**src/rbs_pkg.sv**
```systemverilog
// constants, types and the boot decode for the reset and boot select block
// Function
// - five reset sources each force reset
// - latch boot pins when reset sequence ends
// - only power-on or pin reset reload boot
// - auto loader: no password, byte zero zero
// - can loader bypasses the oscillator
// - one option: user mode with debug pins
// - boot options honoured only with default pins
// - power mode register, reset-cause flags, zero reset
// - event status flags, bit 7 reads zero
// - key register: write key, state, mode
`default_nettype none
package rbs_pkg;
  // register addresses on the special function bus
  localparam logic [7:0] ADDR_CHIP_IDENTITY = 8'hb3;
  localparam logic [7:0] ADDR_POWER_MODE    = 8'hb4;
  localparam logic [7:0] ADDR_PROT_KEY      = 8'hbb;
  localparam logic [7:0] ADDR_NMI_STATUS    = 8'hbc;
  // values after reset
  localparam logic [7:0] RST_POWER_MODE = 8'h00;
  localparam logic [7:0] RST_PROT_KEY   = 8'h07;
  localparam logic [7:0] RST_NMI_STATUS = 8'h00;
  // power mode field positions
  localparam int PM_WDOG_RST_BIT = 6;
  localparam int PM_WAKE_RST_BIT = 5;
  localparam int PM_WAKE_SEL_BIT = 4;
  localparam int PM_PDOWN_BIT    = 2;
  localparam logic [7:0] PM_WR_MASK  = 8'h7f;
  // event status layout, bit 7 reserved
  localparam int NMI_EVENTS = 7;
  localparam logic [7:0] NMI_WR_MASK = 8'h7f;
  // key register layout
  localparam int KEY_LSB  = 3;
  localparam int PROT_BIT = 2;
  // reset exit sequence length in cycles
  localparam logic [4:0] EXIT_CYCLES = 5'h10;
  // partner side pin low time at power-up
  localparam int PIN_LOW_US = 500;

  // internal reset sequencer states
  typedef enum logic [1:0] {ST_HOLD, ST_EXIT, ST_RUN} rbs_state_type;

  // boot options selected by the latched pins
  typedef enum logic [2:0] {
    BOOT_USER, BOOT_USER_JTAG, BOOT_LOADER_UART, BOOT_LOADER_CAN
  } rbs_boot_type;

  // decode of {boot_control_pin, cfg[1:0]}
  function automatic rbs_boot_type rbs_decode_boot(input logic [2:0] pins);
    rbs_boot_type opt;
    opt = BOOT_USER;
    if (!pins[2]) begin
      case (pins[1:0])
        2'b00:   opt = BOOT_LOADER_UART;
        2'b01:   opt = BOOT_LOADER_CAN;
        default: opt = BOOT_USER_JTAG;
      endcase
    end
    return opt;
  endfunction : rbs_decode_boot
endpackage : rbs_pkg
`default_nettype wire

```
**src/rbs_sync.sv**
```systemverilog
// two flip-flop synchroniser for pin levels
`default_nettype none
`timescale 1ns/1ps
module rbs_sync #(
  parameter int          WIDTH     = 1,
  parameter logic [WIDTH-1:0] RESET_VAL = '0
) (
  input  wire logic             core_clk_i,
  input  wire logic             rst_i,
  input  wire logic [WIDTH-1:0] async_i,
  output logic      [WIDTH-1:0] sync_o
);
  logic [WIDTH-1:0] meta;  // first stage, read only by second stage

  // both stages take the constant under reset
  always_ff @(posedge core_clk_i) begin
    if (rst_i) begin
      meta   <= RESET_VAL;
      sync_o <= RESET_VAL;
    end else begin
      meta   <= async_i;
      sync_o <= meta;
    end
  end
endmodule : rbs_sync
`default_nettype wire

```
**src/rbs_top.sv**
```systemverilog
// reset source sequencer, boot option latch and system control registers
`default_nettype none
`timescale 1ns/1ps
module rbs_top
  import rbs_pkg::*;
#(
  parameter logic [4:0] PRODUCT_CODE  = 5'h05,  // arbitrary value
  parameter logic [2:0] REVISION_CODE = 3'h1    // arbitrary value
) (
  input  wire logic                   core_clk_i,
  input  wire logic                   rst_i,
  input  wire logic                   reset_pin_n_i,
  input  wire logic                   brownout_i,
  input  wire logic                   watchdog_timeout_i,
  input  wire logic                   wakeup_reset_i,
  input  wire logic                   boot_control_pin_i,
  input  wire logic [1:0]             boot_cfg_pins_i,
  input  wire logic                   default_pin_map_i,
  input  wire logic                   password_valid_i,
  input  wire logic                   flash_byte0_zero_i,
  input  wire logic [rbs_pkg::NMI_EVENTS-1:0] nmi_event_i,
  input  wire logic [7:0]             sfr_addr_i,
  input  wire logic                   sfr_wr_i,
  input  wire logic                   sfr_rd_i,
  input  wire logic [7:0]             sfr_wdata_i,
  output logic      [7:0]             sfr_rdata_o,
  output logic                        sys_reset_o,
  output rbs_pkg::rbs_boot_type       boot_option_o,
  output logic                        bootstrap_loader_mode_o,
  output logic                        osc_bypass_o,
  output logic                        jtag_enable_o,
  output logic                        boot_defined_o,
  output logic                        power_down_req_o,
  output logic                        wakeup_source_select_o,
  output logic      [1:0]             protect_mode_o,
  output logic      [4:0]             protection_key_o
);
  import rbs_pkg::*;

  // synchronised pins: {reset_pin_n, brownout, boot_control_pin, cfg}
  logic [4:0] pins_s;
  rbs_sync #(.WIDTH(5), .RESET_VAL(5'h14)) u_pin_sync (
    .core_clk_i (core_clk_i),
    .rst_i      (rst_i),
    .async_i    ({reset_pin_n_i, brownout_i, boot_control_pin_i, boot_cfg_pins_i}),
    .sync_o     (pins_s)
  );

  logic pin_rst;   // external pin held low
  logic brown_rst; // supply below threshold
  logic any_src;   // any warm or pin source active
  assign pin_rst   = ~pins_s[4];
  assign brown_rst = pins_s[3];
  assign any_src   = pin_rst | brown_rst | watchdog_timeout_i | wakeup_reset_i;

  // sequencer state
  rbs_state_type state, next_state;
  logic [4:0]    exit_cnt, next_exit_cnt;
  logic          cold, next_cold;       // pending boot reload
  logic          exit_done;             // last exit cycle

  // boot latch state
  rbs_boot_type  boot_option, next_boot_option;
  logic          boot_defined, next_boot_defined;
  logic          auto_loader, next_auto_loader;

  // registers
  logic [7:0]    power_mode, next_power_mode;
  logic [7:0]    nmi_status, next_nmi_status;
  logic [1:0]    prot_mode, next_prot_mode;
  logic [4:0]    prot_key, next_prot_key;
  logic          prot_state, next_prot_state;
  logic [7:0]    rdata, next_rdata;

  // access strobes
  logic wr_pm, wr_key, wr_nmi;
  assign wr_pm  = sfr_wr_i && (sfr_addr_i == ADDR_POWER_MODE);
  assign wr_key = sfr_wr_i && (sfr_addr_i == ADDR_PROT_KEY);
  assign wr_nmi = sfr_wr_i && (sfr_addr_i == ADDR_NMI_STATUS);
  assign exit_done = (state == ST_EXIT) && (exit_cnt == EXIT_CYCLES - 5'h01);

  // reset sequencer next state
  always_comb begin
    next_state    = state;
    next_exit_cnt = exit_cnt;
    next_cold     = cold | pin_rst;
    case (state)
      ST_HOLD: begin
        next_exit_cnt = 5'h00;
        if (!any_src) begin
          next_state = ST_EXIT;
        end
      end
      ST_EXIT: begin
        if (any_src) begin
          next_state    = ST_HOLD;
          next_exit_cnt = 5'h00;
        end else if (exit_done) begin
          next_state = ST_RUN;
          next_cold  = 1'b0;
        end else begin
          next_exit_cnt = 5'(exit_cnt + 5'h01);
        end
      end
      default: begin
        if (any_src) begin
          next_state = ST_HOLD;
        end
      end
    endcase
  end

  // sequencer registers, power-on reset is a cold start
  always_ff @(posedge core_clk_i) begin
    if (rst_i) begin
      state    <= ST_HOLD;
      exit_cnt <= 5'h00;
      cold     <= 1'b1;
    end else begin
      state    <= next_state;
      exit_cnt <= next_exit_cnt;
      cold     <= next_cold;
    end
  end

  // boot latch next values
  always_comb begin
    next_boot_option  = boot_option;
    next_boot_defined = boot_defined;
    next_auto_loader  = auto_loader;
    if (exit_done && !any_src) begin
      if (cold) begin
        next_boot_option  = rbs_decode_boot(pins_s[2:0]);
        next_boot_defined = default_pin_map_i;
      end
      next_auto_loader = !password_valid_i && flash_byte0_zero_i;
    end
  end

  // boot latch registers
  always_ff @(posedge core_clk_i) begin
    if (rst_i) begin
      boot_option  <= BOOT_USER;
      boot_defined <= 1'b0;
      auto_loader  <= 1'b0;
    end else begin
      boot_option  <= next_boot_option;
      boot_defined <= next_boot_defined;
      auto_loader  <= next_auto_loader;
    end
  end

  // register next values, hardware set wins over a software clear
  always_comb begin
    next_power_mode = power_mode;
    next_nmi_status = nmi_status;
    next_prot_mode  = prot_mode;
    next_prot_key   = prot_key;
    next_prot_state = password_valid_i;
    if (wr_pm) begin
      next_power_mode = sfr_wdata_i & PM_WR_MASK;
    end
    if (wakeup_reset_i) begin
      next_power_mode[PM_PDOWN_BIT] = 1'b0;            // wake ends power-down
    end
    if (watchdog_timeout_i && state != ST_HOLD) begin
      next_power_mode[PM_WDOG_RST_BIT] = 1'b1;
    end
    if (wakeup_reset_i && state != ST_HOLD) begin
      next_power_mode[PM_WAKE_RST_BIT] = 1'b1;
    end
    if (wr_nmi) begin
      next_nmi_status = sfr_wdata_i & NMI_WR_MASK;
    end
    next_nmi_status[NMI_EVENTS-1:0] = next_nmi_status[NMI_EVENTS-1:0] | nmi_event_i;
    if (wr_key) begin
      next_prot_key  = sfr_wdata_i[7:KEY_LSB];
      next_prot_mode = sfr_wdata_i[1:0];
    end
  end

  // read data next value, unmapped reads zero
  always_comb begin
    next_rdata = rdata;
    if (sfr_rd_i) begin
      if (sfr_addr_i == ADDR_CHIP_IDENTITY) begin
        next_rdata = {PRODUCT_CODE, REVISION_CODE};
      end else if (sfr_addr_i == ADDR_POWER_MODE) begin
        next_rdata = power_mode;
      end else if (sfr_addr_i == ADDR_PROT_KEY) begin
        next_rdata = {5'h00, prot_state, prot_mode};   // key reads zero
      end else if (sfr_addr_i == ADDR_NMI_STATUS) begin
        next_rdata = nmi_status;
      end else begin
        next_rdata = 8'h00;
      end
    end
  end

  // register file flops
  always_ff @(posedge core_clk_i) begin
    if (rst_i) begin
      power_mode <= RST_POWER_MODE;
      nmi_status <= RST_NMI_STATUS;
      prot_mode  <= RST_PROT_KEY[1:0];
      prot_state <= RST_PROT_KEY[PROT_BIT];
      prot_key   <= RST_PROT_KEY[7:KEY_LSB];
      rdata      <= 8'h00;
    end else begin
      power_mode <= next_power_mode;
      nmi_status <= next_nmi_status;
      prot_mode  <= next_prot_mode;
      prot_state <= next_prot_state;
      prot_key   <= next_prot_key;
      rdata      <= next_rdata;
    end
  end

  // output flops
  always_ff @(posedge core_clk_i) begin
    if (rst_i) begin
      sys_reset_o             <= 1'b1;
      boot_option_o           <= BOOT_USER;
      bootstrap_loader_mode_o <= 1'b0;
      osc_bypass_o            <= 1'b0;
      jtag_enable_o           <= 1'b0;
      boot_defined_o          <= 1'b0;
      power_down_req_o        <= 1'b0;
      wakeup_source_select_o  <= 1'b0;
      protect_mode_o          <= RST_PROT_KEY[1:0];
      protection_key_o        <= RST_PROT_KEY[7:KEY_LSB];
      sfr_rdata_o             <= 8'h00;
    end else begin
      sys_reset_o             <= (next_state != ST_RUN);
      boot_option_o           <= next_boot_option;
      bootstrap_loader_mode_o <= next_auto_loader | (next_boot_defined &&
        (next_boot_option == BOOT_LOADER_UART || next_boot_option == BOOT_LOADER_CAN));
      osc_bypass_o            <= next_boot_defined && (next_boot_option == BOOT_LOADER_CAN);
      jtag_enable_o           <= next_boot_defined && (next_boot_option == BOOT_USER_JTAG);
      boot_defined_o          <= next_boot_defined;
      power_down_req_o        <= next_power_mode[PM_PDOWN_BIT];
      wakeup_source_select_o  <= next_power_mode[PM_WAKE_SEL_BIT];
      protect_mode_o          <= next_prot_mode;
      protection_key_o        <= next_prot_key;
      sfr_rdata_o             <= next_rdata;
    end
  end

  // check helper: cycles spent in the exit state so far
  logic [4:0] exit_seen, next_exit_seen;

  // counts while in exit, clears anywhere else
  always_comb begin
    next_exit_seen = 5'h00;
    if (state == ST_EXIT) begin
      next_exit_seen = 5'(exit_seen + 5'h01);
    end
  end

  // check helper register
  always_ff @(posedge core_clk_i) begin
    if (rst_i) begin
      exit_seen <= 5'h00;
    end else begin
      exit_seen <= next_exit_seen;
    end
  end

  // checks
  a_src_forces_hold: assert property (@(posedge core_clk_i) disable iff (rst_i)
    any_src |=> state == ST_HOLD) else $error("source did not hold reset");
  a_exit_length: assert property (@(posedge core_clk_i) disable iff (rst_i)
    state == ST_RUN && exit_seen != 5'h00 |-> exit_seen == EXIT_CYCLES)
    else $error("exit sequence length wrong");
  a_warm_keeps_boot: assert property (@(posedge core_clk_i) disable iff (rst_i)
    !cold && !pin_rst |=> $stable(boot_option)) else $error("boot changed on warm reset");
  a_boot_latched: assert property (@(posedge core_clk_i) disable iff (rst_i)
    exit_done && !any_src && cold |=> boot_option == rbs_decode_boot($past(pins_s[2:0])))
    else $error("boot pins not latched");
  a_can_bypass: assert property (@(posedge core_clk_i) disable iff (rst_i)
    ##1 osc_bypass_o |-> boot_defined && boot_option == BOOT_LOADER_CAN)
    else $error("bypass without can loader");
  a_auto_loader: assert property (@(posedge core_clk_i) disable iff (rst_i)
    exit_done && !any_src && !password_valid_i && flash_byte0_zero_i
    |=> ##1 bootstrap_loader_mode_o)
    else $error("auto loader not entered");
  a_nmi_set_wins: assert property (@(posedge core_clk_i) disable iff (rst_i)
    nmi_event_i[0] |=> nmi_status[0]) else $error("event flag lost");
  a_nmi_bit7_zero: assert property (@(posedge core_clk_i) disable iff (rst_i)
    1'b1 |=> !nmi_status[7]) else $error("reserved bit set");
  a_wdog_flag: assert property (@(posedge core_clk_i) disable iff (rst_i)
    watchdog_timeout_i && state == ST_RUN |=> power_mode[PM_WDOG_RST_BIT] && state == ST_HOLD)
    else $error("watchdog cause not recorded");
  a_jtag_defined: assert property (@(posedge core_clk_i) disable iff (rst_i)
    jtag_enable_o |-> boot_defined_o) else $error("debug pins on undefined map");
endmodule : rbs_top
`default_nettype wire

```
**config.mk**
```make
export PLATFORM = sky130hd
export DESIGN_NAME = rbs_top
export DESIGN_NICKNAME = d
export VERILOG_FILES = /design/src/rbs_pkg.sv /design/src/rbs_sync.sv /design/src/rbs_top.sv
export SDC_FILE = /design/constraint.sdc
export NUM_CORES = 1
export LEC_CHECK = 0
export ABC_CLOCK_PERIOD_IN_PS = 3800
export BUFFER_PORTS_ARGS = -buffer_cell sky130_fd_sc_hd__buf_2
export CAP_MARGIN = 0
export CORE_UTILIZATION = 40
export CTS_BUF_LIST = sky130_fd_sc_hd__clkbuf_4
export CTS_CLUSTER_DIAMETER = 30
export DETAILED_ROUTE_END_ITERATION = 7
export GPL_TIMING_DRIVEN = 0
export HOLD_SLACK_MARGIN = 0.12
export PLACE_DENSITY_LB_ADDON = 0.2
export SYNTH_ARGS = -nofsm -noshare
export SYNTH_HDL_FRONTEND = slang
export SYNTH_HIERARCHICAL = 1
export SYNTH_SLANG_ARGS = --single-unit
export TNS_END_PERCENT = 30
```
**constraint.sdc**
```tcl
create_clock -name core_clk_i -period 3.8 [get_ports core_clk_i]
set_clock_uncertainty 0.05 [all_clocks]
set_input_delay 0.38 -clock core_clk_i [delete_from_list [all_inputs] [get_ports core_clk_i]]
set_output_delay 0.38 -clock core_clk_i [all_outputs]
set_load 0.005 [all_outputs]
```
==> results of run 1 <==
## worst max-delay path by stage
stage                         endpoint        start  slack (ps)  cells after the start
2_1_floorplan  bootstrap_loader_mode_o  exit_cnt[0]        1960                      8
3_3_place_gp   bootstrap_loader_mode_o  exit_cnt[0]        1790                      8
3_5_place_dp   bootstrap_loader_mode_o  exit_cnt[0]        1820                      8
4_1_cts        bootstrap_loader_mode_o  exit_cnt[0]        1780                      8
5_1_grt        bootstrap_loader_mode_o  exit_cnt[0]        1670                      8
6_report       bootstrap_loader_mode_o  exit_cnt[0]        1790                      8
## metrics by stage
| step | total power [W] | instance area, um2 | hold slack, ps |
|---|---|---|---|
| 2_1_floorplan | 0.000658 | 2250 | 333 |
| 3_3_place_gp | 0.000695 | 2640 | 334 |
| 3_5_place_dp | 0.000696 | 2640 | 338 |
| 4_1_cts | 0.00102 | 2740 | 142 |
| 5_1_grt | 0.00105 | 2740 | 143 |
| 6_report | 0.00101 | 2740 | 155 |
## critical path, stage by stage (launching register included)
cell and delay, ps:
dfxtp_1 360, ha_1 210, and3_1 180, ha_1 190, and3b_1 210, nand3_1 110, buf_2 220, nor3_1 60
a311o_1 310
## layer usage
metal | up-vias | GRT usage, % | share of wire (%)
li1 | 970 | - | -
met1 | 859 | 22.1 | 46
met2 | 57 | 28.7 | 47
met3 | 5 | 3.21 | 5.7
met4 | 0 | 7.55 | 1.1
met5 | - | 0 | 0
## cells by family after synthesis
logic type                 count (synthesis)
DFF                                       56
muxes                                     22
xor gates and xnor gates                   3
adders and majority gates                  2
AOI/OAI and AO/OA                         46
buffers and inverters                     14
and+or+nand+nor                           90
other                                      1
## sequential cells by signal, summed over array words and instances (netlist names)
register	cells
u_pin_sync/meta	5
prot_state	1
state	2
auto_loader	1
boot_option_o	3
sys_reset_o	1
cold	1
u_pin_sync/sync_o	5
nmi_status	7
exit_cnt	5
sfr_rdata_o	7
boot_defined_o	1
power_mode	7
osc_bypass_o	1
protection_key_o	5
protect_mode_o	2
bootstrap_loader_mode_o	1
jtag_enable_o	1
## area by class of cell
type	count	share of cell area (%)
well taps	70	3.20
flip-flops and latches	56	40.9
clock inverters	3	1.55
clock buffers	5	1.37
plain buffers	9	1.55
inverters	5	0.685
repair buffers	62	11.7
multi-input cells	164	39.0
## power breakdown
part,internal [W],switching [W],total (W)
clock,0.000138,0.000182,0.000320
sequential,0.000601,0.00000651,0.000608
combinational,0.0000361,0.0000414,0.0000775
total,0.000775,0.000230,0.00101
## cell usage after synthesis (4+ instances only)
| master | count | area (um2) |
|---|---|---|
| dfxtp_1 | 56 | 1120 |
| nor2_1 | 26 | 97.6 |
| mux2i_1 | 18 | 180 |
| nand2_1 | 18 | 67.6 |
| a21oi_1 | 16 | 80.1 |
| a31oi_1 | 7 | 43.8 |
| nand3_1 | 7 | 35.0 |
| o21ai_0 | 7 | 35.0 |
| nor2b_1 | 6 | 37.5 |
| nor3_1 | 6 | 30.0 |
| inv_1 | 5 | 18.8 |
| buf_2 | 4 | 20.0 |
| mux2_2 | 4 | 45.0 |
| or2_1 | 4 | 25.0 |
## timing repair
action                                 CTS  global route
endpoints found under the hold margin    2             0
resized for setup                        0             0
hold buffers                             2             0
==> flow_summary_export.csv, run 1 <==
group,metric,value,unit
synthesis,synth_fa_ha_area_share,1.11,%
floorplan,core,5270,um2
floorplan,rows,26,
global_routing,grt_pass1_vias,1808,
clocking,cts_num_sinks,56,
worst_setup_path,r2r_start,"exit_cnt[0]",
synthesis,synthFlopType,"dfxtp_1",
hold_path,hp-start,"boot_cfg_pins_i[0]",
timing,maxSlewViolCount,0,
clocking,path_clk_slew,150,ps
power,power_density,367,nW/um2
placement,pre_cts_ws,1820,ps
final_layout,multi_input_area,1070,um2
floorplan,fp.dieW,77.0,um
synthesis,synthMuxAreaShare,10.0,%
worst_setup_path,cp-end-kind,"flip-flop",
synthesis,yosysSeqAreaShare,49.8,%
detailed_routing,avgViaCountPerCell,5.06,
clocking,cts_root_buf,"clkbuf_4",
timing,final_hold_viol_count,0,
global_routing,overflow,0,
synthesis,yosysWarnings,6,
clocking,cts.htree.levels,2,
placement,place_congestion,0.777,
detailed_routing,first_pass_iters,4,
hold_path,hp-class,"input pin to flip-flop",
final_layout,final_common_cell,"buf_2",
floorplan,dieArea,5930,um2
synthesis,synth_top_family_by_area,"simple AND/OR/NAND/NOR gates",
hold_path,whs_endpoint,"u_pin_sync/meta[0]",
synthesis,synth_cell_types,49,
timing,maxSlewHeadroom,65.4,%
final_layout,final_cell_mix,"buf_2, dfxtp_1, nor2_1",
worst_setup_path,cp-start-kind,"flip-flop",
synthesis,synth_cells,234,
clocking,clk_path_buf_depth,2,
synthesis,ys_ff_latch,56,
clocking,postCtsSetupBuffers,0,
detailed_routing,ant_nets,0,
worst_setup_path,path_max_fanout,10,
synthesis,synthXorXnorAreaFrac,1.17,%
job,cap_violations,0,
placement,io_buffers,60,
final_layout,final_nets,342,
run_status,status,"complete, no violations",
detailed_routing,drt-total-wl,4920,um
synthesis,synth_edf_count,0,
final_layout,final_util,52.0,%
global_routing,antenna_found_initial,0,
synthesis,synth-compound-area-share,12.7,%
detailed_routing,wl_per_cell,13.1,um
synthesis,async_flop_share,0,%
detailed_routing,vias,1891,
power,leakage,1.24,nW
final_layout,fillCellCount,520,
floorplan,initial_core_util,42.7,%
synthesis,syn_area_per_cell,9.62,um2
global_routing,grt_max_degree,18,
worst_setup_path,r2r-end,"bootstrap_loader_mode_o",
final_layout,syn_to_final_growth,21.7,%
clocking,insertion_delay,380,ps
detailed_routing,drc,0,
timing,setup_viol,0,
worst_setup_path,r2r_slack,1790,ps
worst_setup_path,r2r_cells,8,
synthesis,synthSimpleGateAreaFrac,22.3,%
timing,tightest_slew,519,ps
timing,fin_crit,2010,ps
final_layout,diodes,0,
detailed_routing,drt_iter0_drc,41,
worst_setup_path,path_class,"flip-flop to flip-flop",
placement,dp_hpwl,3540,um
timing,finalSetupTns,0,ps
power,irDropWorstVdd,239,uV
timing,rsz0062_at_grt,"false",
timing,fmax,498,MHz
final_layout,regArea,1120,um2
timing,min_period_over_period,52.8,%
synthesis,syn_nets,273,
final_layout,drive_gt1_share,27.6,%
final_layout,final_cells,374,
global_routing,gr-usage-all-layers,17.4,%
worst_setup_path,worstPathArrival,2230,ps
placement,placed_cells,364,
clocking,cts_tree,"yes",
floorplan,die_h,77.0,um
clocking,cts_buffers,5,
floorplan,io_pins,62,
global_routing,grt_pass1_wl,8180,um
worst_setup_path,cp_data_required_time,4030,ps
synthesis,mappedNetlistArea,2250,um2
timing,setup_ws,1790,ps
hold_path,min_path_cells,2,
No activity file was read; power rests on OpenSTA's default activity.
==> run 2: changes to the inputs <==
--- a/config.mk
+++ b/config.mk
@@ -5,7 +5,8 @@
 export SDC_FILE = /design/constraint.sdc
 export NUM_CORES = 1
 export LEC_CHECK = 0
-export ABC_CLOCK_PERIOD_IN_PS = 3800
+export ABC_AREA = 1
+export ABC_CLOCK_PERIOD_IN_PS = 1850
 export BUFFER_PORTS_ARGS = -buffer_cell sky130_fd_sc_hd__buf_2
 export CAP_MARGIN = 0
 export CORE_UTILIZATION = 40
==> constraint.sdc (replaced) <==
create_clock -name core_clk_i -period 1.85 [get_ports core_clk_i]
set_clock_uncertainty 0.05 [all_clocks]
set_input_delay 0.185 -clock core_clk_i [delete_from_list [all_inputs] [get_ports core_clk_i]]
set_output_delay 0.185 -clock core_clk_i [all_outputs]
set_load 0.005 [all_outputs]
==> flow_summary_export.csv, run 2 <==
group,metric,value,unit
placement,io_buffers,60,
worst_setup_path,r2r_slack,140,ps
detailed_routing,drc,0,
synthesis,synth.top_cell.area_share,44.6,%
clocking,cts_root_buf,"clkbuf_4",
worst_setup_path,cpLargestDelayFamily,"simple AND/OR/NAND/NOR gates",
timing,maxSlewHeadroom,64.3,%
worst_setup_path,r2r_start,"exit_cnt[0]",
job,cap_violations,0,
floorplan,rows,28,
clocking,clk_path_buf_depth,2,
clocking,cts_buffers,5,
timing,setup_viol,0,
global_routing,overflow,0,
clocking,cts_tree,"yes",
final_layout,top_regs,"nmi_status (7), power_mode (7), sfr_rdata_o (7)",
hold_path,hp-class,"input pin to flip-flop",
global_routing,grt_max_degree,18,
placement,place_congestion,0.731,
global_routing,gr-usage-all-layers,19.7,%
clocking,cts.htree.levels,2,
final_layout,fillCellCount,615,
hold_path,min_path_cells,5,
worst_setup_path,cp-start-kind,"flip-flop",
detailed_routing,first_pass_iters,4,
floorplan,dieArea,6610,um2
synthesis,syn_area_per_cell,7.51,um2
floorplan,initial_core_util,42.0,%
synthesis,syn_nets,374,
clocking,path_clk_slew,160,ps
worst_setup_path,path_cells,"ha_1 > nand2_1 > nor2_1 > ha_1 > nand3_4 > inv_4 > nand2_4 > buf_12 > inv_2 > nand2_1 > nand2_2 > nor3_2",
detailed_routing,wl_per_cell,11.5,um
clocking,cts_num_sinks,56,
worst_setup_path,cp_data_required_time,2120,ps
final_layout,final_util,55.4,%
power,leakage,1.64,nW
timing,maxSlewViolCount,0,
timing,final_hold_viol_count,0,
timing,min_period_over_period,92.5,%
worst_setup_path,worstPathArrival,1980,ps
synthesis,yosys-top-cells-count,"nand2_1, dfxtp_1, inv_1",
worst_setup_path,critical_path_buf_inv_count,3,
synthesis,yosysTopAreaCell,"dfxtp_1",
synthesis,mappedNetlistArea,2510,um2
synthesis,synth_edf_count,0,
floorplan,core,5990,um2
worst_setup_path,slowest_stage,"dfxtp_2",
final_layout,drive_gt1_share,25.0,%
timing,fmax,584,MHz
worst_setup_path,r2r-end,"osc_bypass_o",
floorplan,fp.dieW,81.3,um
power,power_density,649,nW/um2
synthesis,yosysWarnings,6,
worst_setup_path,path_max_fanout,10,
detailed_routing,drt_iter0_drc,85,
hold_path,hp-start,"default_pin_map_i",
final_layout,syn_to_final_growth,32.0,%
power,irDropWorstVdd,367,uV
placement,dp_hpwl,4160,um
final_layout,final_common_cell,"nand2_1",
synthesis,synth_cells,335,
synthesis,synthTopCellsByArea,"dfxtp_1, nand2_1, inv_1",
timing,fin_crit,1710,ps
floorplan,io_pins,62,
final_layout,final_cell_mix,"nand2_1, buf_2, dfxtp_1",
clocking,insertion_delay,380,ps
final_layout,final_nets,474,
run_status,status,"complete, no violations",
final_layout,diodes,0,
timing,tightest_slew,535,ps
timing,rsz0062_at_grt,"false",
synthesis,yosysSeqAreaShare,44.6,%
floorplan,die_h,81.3,um
synthesis,synthFlopType,"dfxtp_1",
detailed_routing,vias,2356,
global_routing,antenna_found_initial,0,
detailed_routing,avgViaCountPerCell,4.61,
worst_setup_path,slowest_delay,360,ps
synthesis,async_flop_share,0,%
worst_setup_path,r2r_cells,12,
detailed_routing,drt-total-wl,5890,um
hold_path,whs_endpoint,"boot_defined_o",
synthesis,synth_most_common_cell,"nand2_1",
synthesis,synth_cell_types,32,
timing,finalSetupTns,0,ps
synthesis,ys_ff_latch,56,
worst_setup_path,crit_path_start,"exit_cnt[0]",
detailed_routing,ant_nets,0,
global_routing,grt_pass1_wl,9940,um
worst_setup_path,cp-end-kind,"flip-flop",
worst_setup_path,path_class,"flip-flop to flip-flop",
global_routing,grt_pass1_vias,2291,
run 2: what timing repair did:
item | 4_1_cts | 5_1_grt
endpoints found under the hold margin | 36 | 0
resized for setup | 0 | 1
endpoints found under the setup margin | 0 | 3
buffers inserted | 0 | 0
hold buffers | 33 | 0
run 2: cells by family after synthesis:
logic type,synth area share (%)
fa+ha+maj,0.995
buf+inv,10.1
other cells,0.149
simple gates,36.8
flops,44.6
compound gates,7.31
run 2: area by class of cell:
| type | instances | area [um2] | share of cell area, % |
|---|---|---|---|
| Buffer | 7 | 57.6 | 1.73 |
| Clock buffer | 5 | 37.5 | 1.13 |
| Clock inverter | 3 | 42.5 | 1.28 |
| Inverter | 51 | 198 | 5.95 |
| Multi-Input combinational cell | 221 | 1140 | 34.3 |
| Sequential cell | 56 | 1120 | 33.8 |
| Tap cell | 75 | 93.8 | 2.83 |
| Timing Repair Buffer | 93 | 631 | 19.0 |
run 2: per-stage QoR:
stage | instances | hold WS [ps] | setup slack, ps | power, W | instance area [um2]
3_3_place_gp | 470 | 311 | 153 | 0.00144 | 2910
5_1_grt | 511 | 161 | 17.0 | 0.00225 | 3320
3_5_place_dp | 470 | 316 | 121 | 0.00145 | 2910
2_1_floorplan | 335 | 206 | 280 | 0.00137 | 2510
4_1_cts | 511 | 130 | 98.5 | 0.00217 | 3320
6_report | 511 | 144 | 139 | 0.00215 | 3320
run 2: worst min-delay path, stage by stage:
cell and delay (ps):
buf_2 100, nand2_1 50, nand2_1 50, nand3_1 90, a21oi_1 60
run 2: worst max-delay path by stage:
stage                                    to  slack, ps  cells past startpoint
detailed placement         boot_option_o[0]        120                     12
floorplan           bootstrap_loader_mode_o        280                     12
CTS                        boot_option_o[0]        100                     12
global placement           boot_option_o[0]        150                     12
finish                         osc_bypass_o        140                     12
global route                    exit_cnt[3]         20                     12
run 2: metal layers:
layer	wire length (um)	share of wire [%]	up-vias	GRT usage, %
li1	-	-	1237	-
met1	2660	45	1061	23.1
met2	2990	51	50	35.7
met3	176	3.0	8	4.27
met4	70	1.2	0	5.18
met5	0	0	-	0
run 2: power breakdown:
group          total (W)  internal [W]  switching, W
Clock           0.000678      0.000284      0.000394
Sequential       0.00125       0.00124     0.0000145
Combinational   0.000226      0.000116      0.000111
==> run 3: changes to the inputs <==
--- a/config.mk
+++ b/config.mk
@@ -14,8 +14,9 @@
 export CTS_CLUSTER_DIAMETER = 30
 export DETAILED_ROUTE_END_ITERATION = 7
 export GPL_TIMING_DRIVEN = 0
-export HOLD_SLACK_MARGIN = 0.12
+export HOLD_SLACK_MARGIN = 0.03
 export PLACE_DENSITY_LB_ADDON = 0.2
+export SLEW_MARGIN = 10
 export SYNTH_ARGS = -nofsm -noshare
 export SYNTH_HDL_FRONTEND = slang
 export SYNTH_HIERARCHICAL = 1
==> constraint.sdc (replaced) <==
create_clock -name core_clk_i -period 1.85 [get_ports core_clk_i]
set_clock_uncertainty 0.05 [all_clocks]
set_input_delay 0.185 -clock core_clk_i [delete_from_list [all_inputs] [get_ports core_clk_i]]
set_output_delay 0.185 -clock core_clk_i [all_outputs]
set_load 0.05 [all_outputs]
==> flow_summary_export.csv, run 3 (synthesis gave the netlist of run 2 again) <==
group,metric,value,unit
run_status,status,"complete, no violations",
global_routing,grt_pass1_wl,9810,um
worst_setup_path,path_max_fanout,10,
worst_setup_path,path_cells,"ha_1 > nand2_1 > nor2_1 > ha_1 > nand3_4 > inv_4 > nand2_4 > buf_12 > inv_2 > nand2_1 > nand2_2 > nor3_2",
floorplan,initial_core_util,42.0,%
final_layout,multi_input_area,1140,um2
worst_setup_path,cp-end-kind,"flip-flop",
worst_setup_path,cp_data_required_time,2110,ps
floorplan,die_h,81.3,um
detailed_routing,avgViaCountPerCell,4.62,
worst_setup_path,cpLargestDelayFamily,"simple AND/OR/NAND/NOR gates",
final_layout,top_regs,"nmi_status (7), power_mode (7), sfr_rdata_o (7)",
worst_setup_path,path_class,"flip-flop to flip-flop",
final_layout,diodes,0,
detailed_routing,drt_iter0_drc,79,
floorplan,io_pins,62,
floorplan,dieArea,6610,um2
worst_setup_path,cp-start-kind,"flip-flop",
clocking,postCtsSetupBuffers,0,
power,irDropWorstVdd,449,uV
placement,io_buffers,60,
clocking,cts_tree,"yes",
global_routing,overflow,0,
final_layout,final_cell_mix,"nand2_1, buf_2, dfxtp_1",
job,cap_violations,0,
final_layout,fin_area,3250,um2
clocking,cts_buffers,5,
timing,min_period_over_period,92.5,%
final_layout,regArea,1120,um2
detailed_routing,ant_nets,0,
timing,tightest_slew,535,ps
clocking,insertion_delay,370,ps
final_layout,final_common_cell,"nand2_1",
worst_setup_path,critical_path_buf_inv_count,3,
worst_setup_path,r2r_slack,140,ps
placement,dp_hpwl,4160,um
detailed_routing,drt-total-wl,5830,um
final_layout,final_util,54.3,%
power,power.total,0.00215,W
detailed_routing,wl_per_cell,11.6,um
power,leakage,1.62,nW
timing,fmax,584,MHz
timing,final_hold_viol_count,0,
placement,post_dp_cell_area,2910,um2
worst_setup_path,slowest_stage,"dfxtp_2",
global_routing,grt_max_degree,18,
global_routing,gr-usage-all-layers,19.5,%
global_routing,antenna_found_initial,0,
clocking,cts_root_buf,"clkbuf_4",
timing,rsz0062_at_grt,"false",
timing,maxSlewHeadroom,64.3,%
floorplan,fp.dieW,81.3,um
timing,maxSlewViolCount,0,
placement,place_congestion,0.731,
clocking,path_clk_slew,160,ps
power,power_density,662,nW/um2
final_layout,drive_gt1_share,25.4,%
final_layout,fillCellCount,616,
detailed_routing,first_pass_iters,4,
global_routing,grt_pass1_vias,2250,
floorplan,core,5990,um2
final_layout,final_nets,467,
detailed_routing,vias,2330,
clocking,cts_num_sinks,56,
timing,fin_crit,1710,ps
hold_path,hp-class,"input pin to flip-flop",
timing,finalSetupTns,0,ps
timing,setup_viol,0,
worst_setup_path,worstPathArrival,1970,ps
worst_setup_path,slowest_delay,360,ps
floorplan,rows,28,
detailed_routing,drc,0,
timing,hold_ws,65.6,ps
final_layout,syn_to_final_growth,29.3,%
clocking,cts.htree.levels,2,
clocking,clk_path_buf_depth,2,
run 3: power breakdown:
part           switching (W)  internal (W)  total (W)
registers          0.0000143       0.00124    0.00125
logic               0.000125      0.000105   0.000230
clock network       0.000390      0.000284   0.000673
total               0.000529       0.00162    0.00215
run 3: per-layer routing:
| layer | routed length, um | vias up | global-route usage [%] |
|---|---|---|---|
| li1 | - | 1225 | - |
| met3 | 210 | 6 | 4.27 |
| met4 | 63 | 0 | 5.18 |
| met5 | 0 | - | 0 |
| met1 | 2620 | 1046 | 22.7 |
| met2 | 2940 | 53 | 35.4 |
run 3: path summary, 6_finish.rpt:
check | from | endpoint | depth (start not counted)
hold / removal | sfr_rd_i | sfr_rdata_o[4] | 3
setup / recovery | exit_cnt[0] | osc_bypass_o | 12
setup reg to reg | exit_cnt[0] | osc_bypass_o | 12
hold reg to reg | u_pin_sync/meta[3] | u_pin_sync/sync_o[3] | 2
run 3: repair_timing:
| action | in CTS | in global routing |
|---|---|---|
| hold buffers | 26 | 0 |
| resized for setup | 0 | 1 |
| hold endpoints to repair | 26 | 0 |
| endpoints found under the setup margin | 0 | 3 |
run 3: worst min-delay path: stages:
cell and delay (ps):
buf_2 140, nand2_1 70, a21oi_1 50
run 3: stage by stage:
step,instances,worst slack [ps]
after floorplan,335,265
after detailed placement,470,121
after CTS,504,98.5
final,504,138
after global placement,470,153
after global routing,504,17.0
run 3: area by class of cell:
cell class	instances	share of cell area, %
tap	75	2.89
timing repair buffer	86	17.2
inverter	51	6.08
clock buffer	5	1.15
multi-input combinational	221	35.0
clock inverter	3	1.31
sequential	56	34.5
buffer	7	1.77
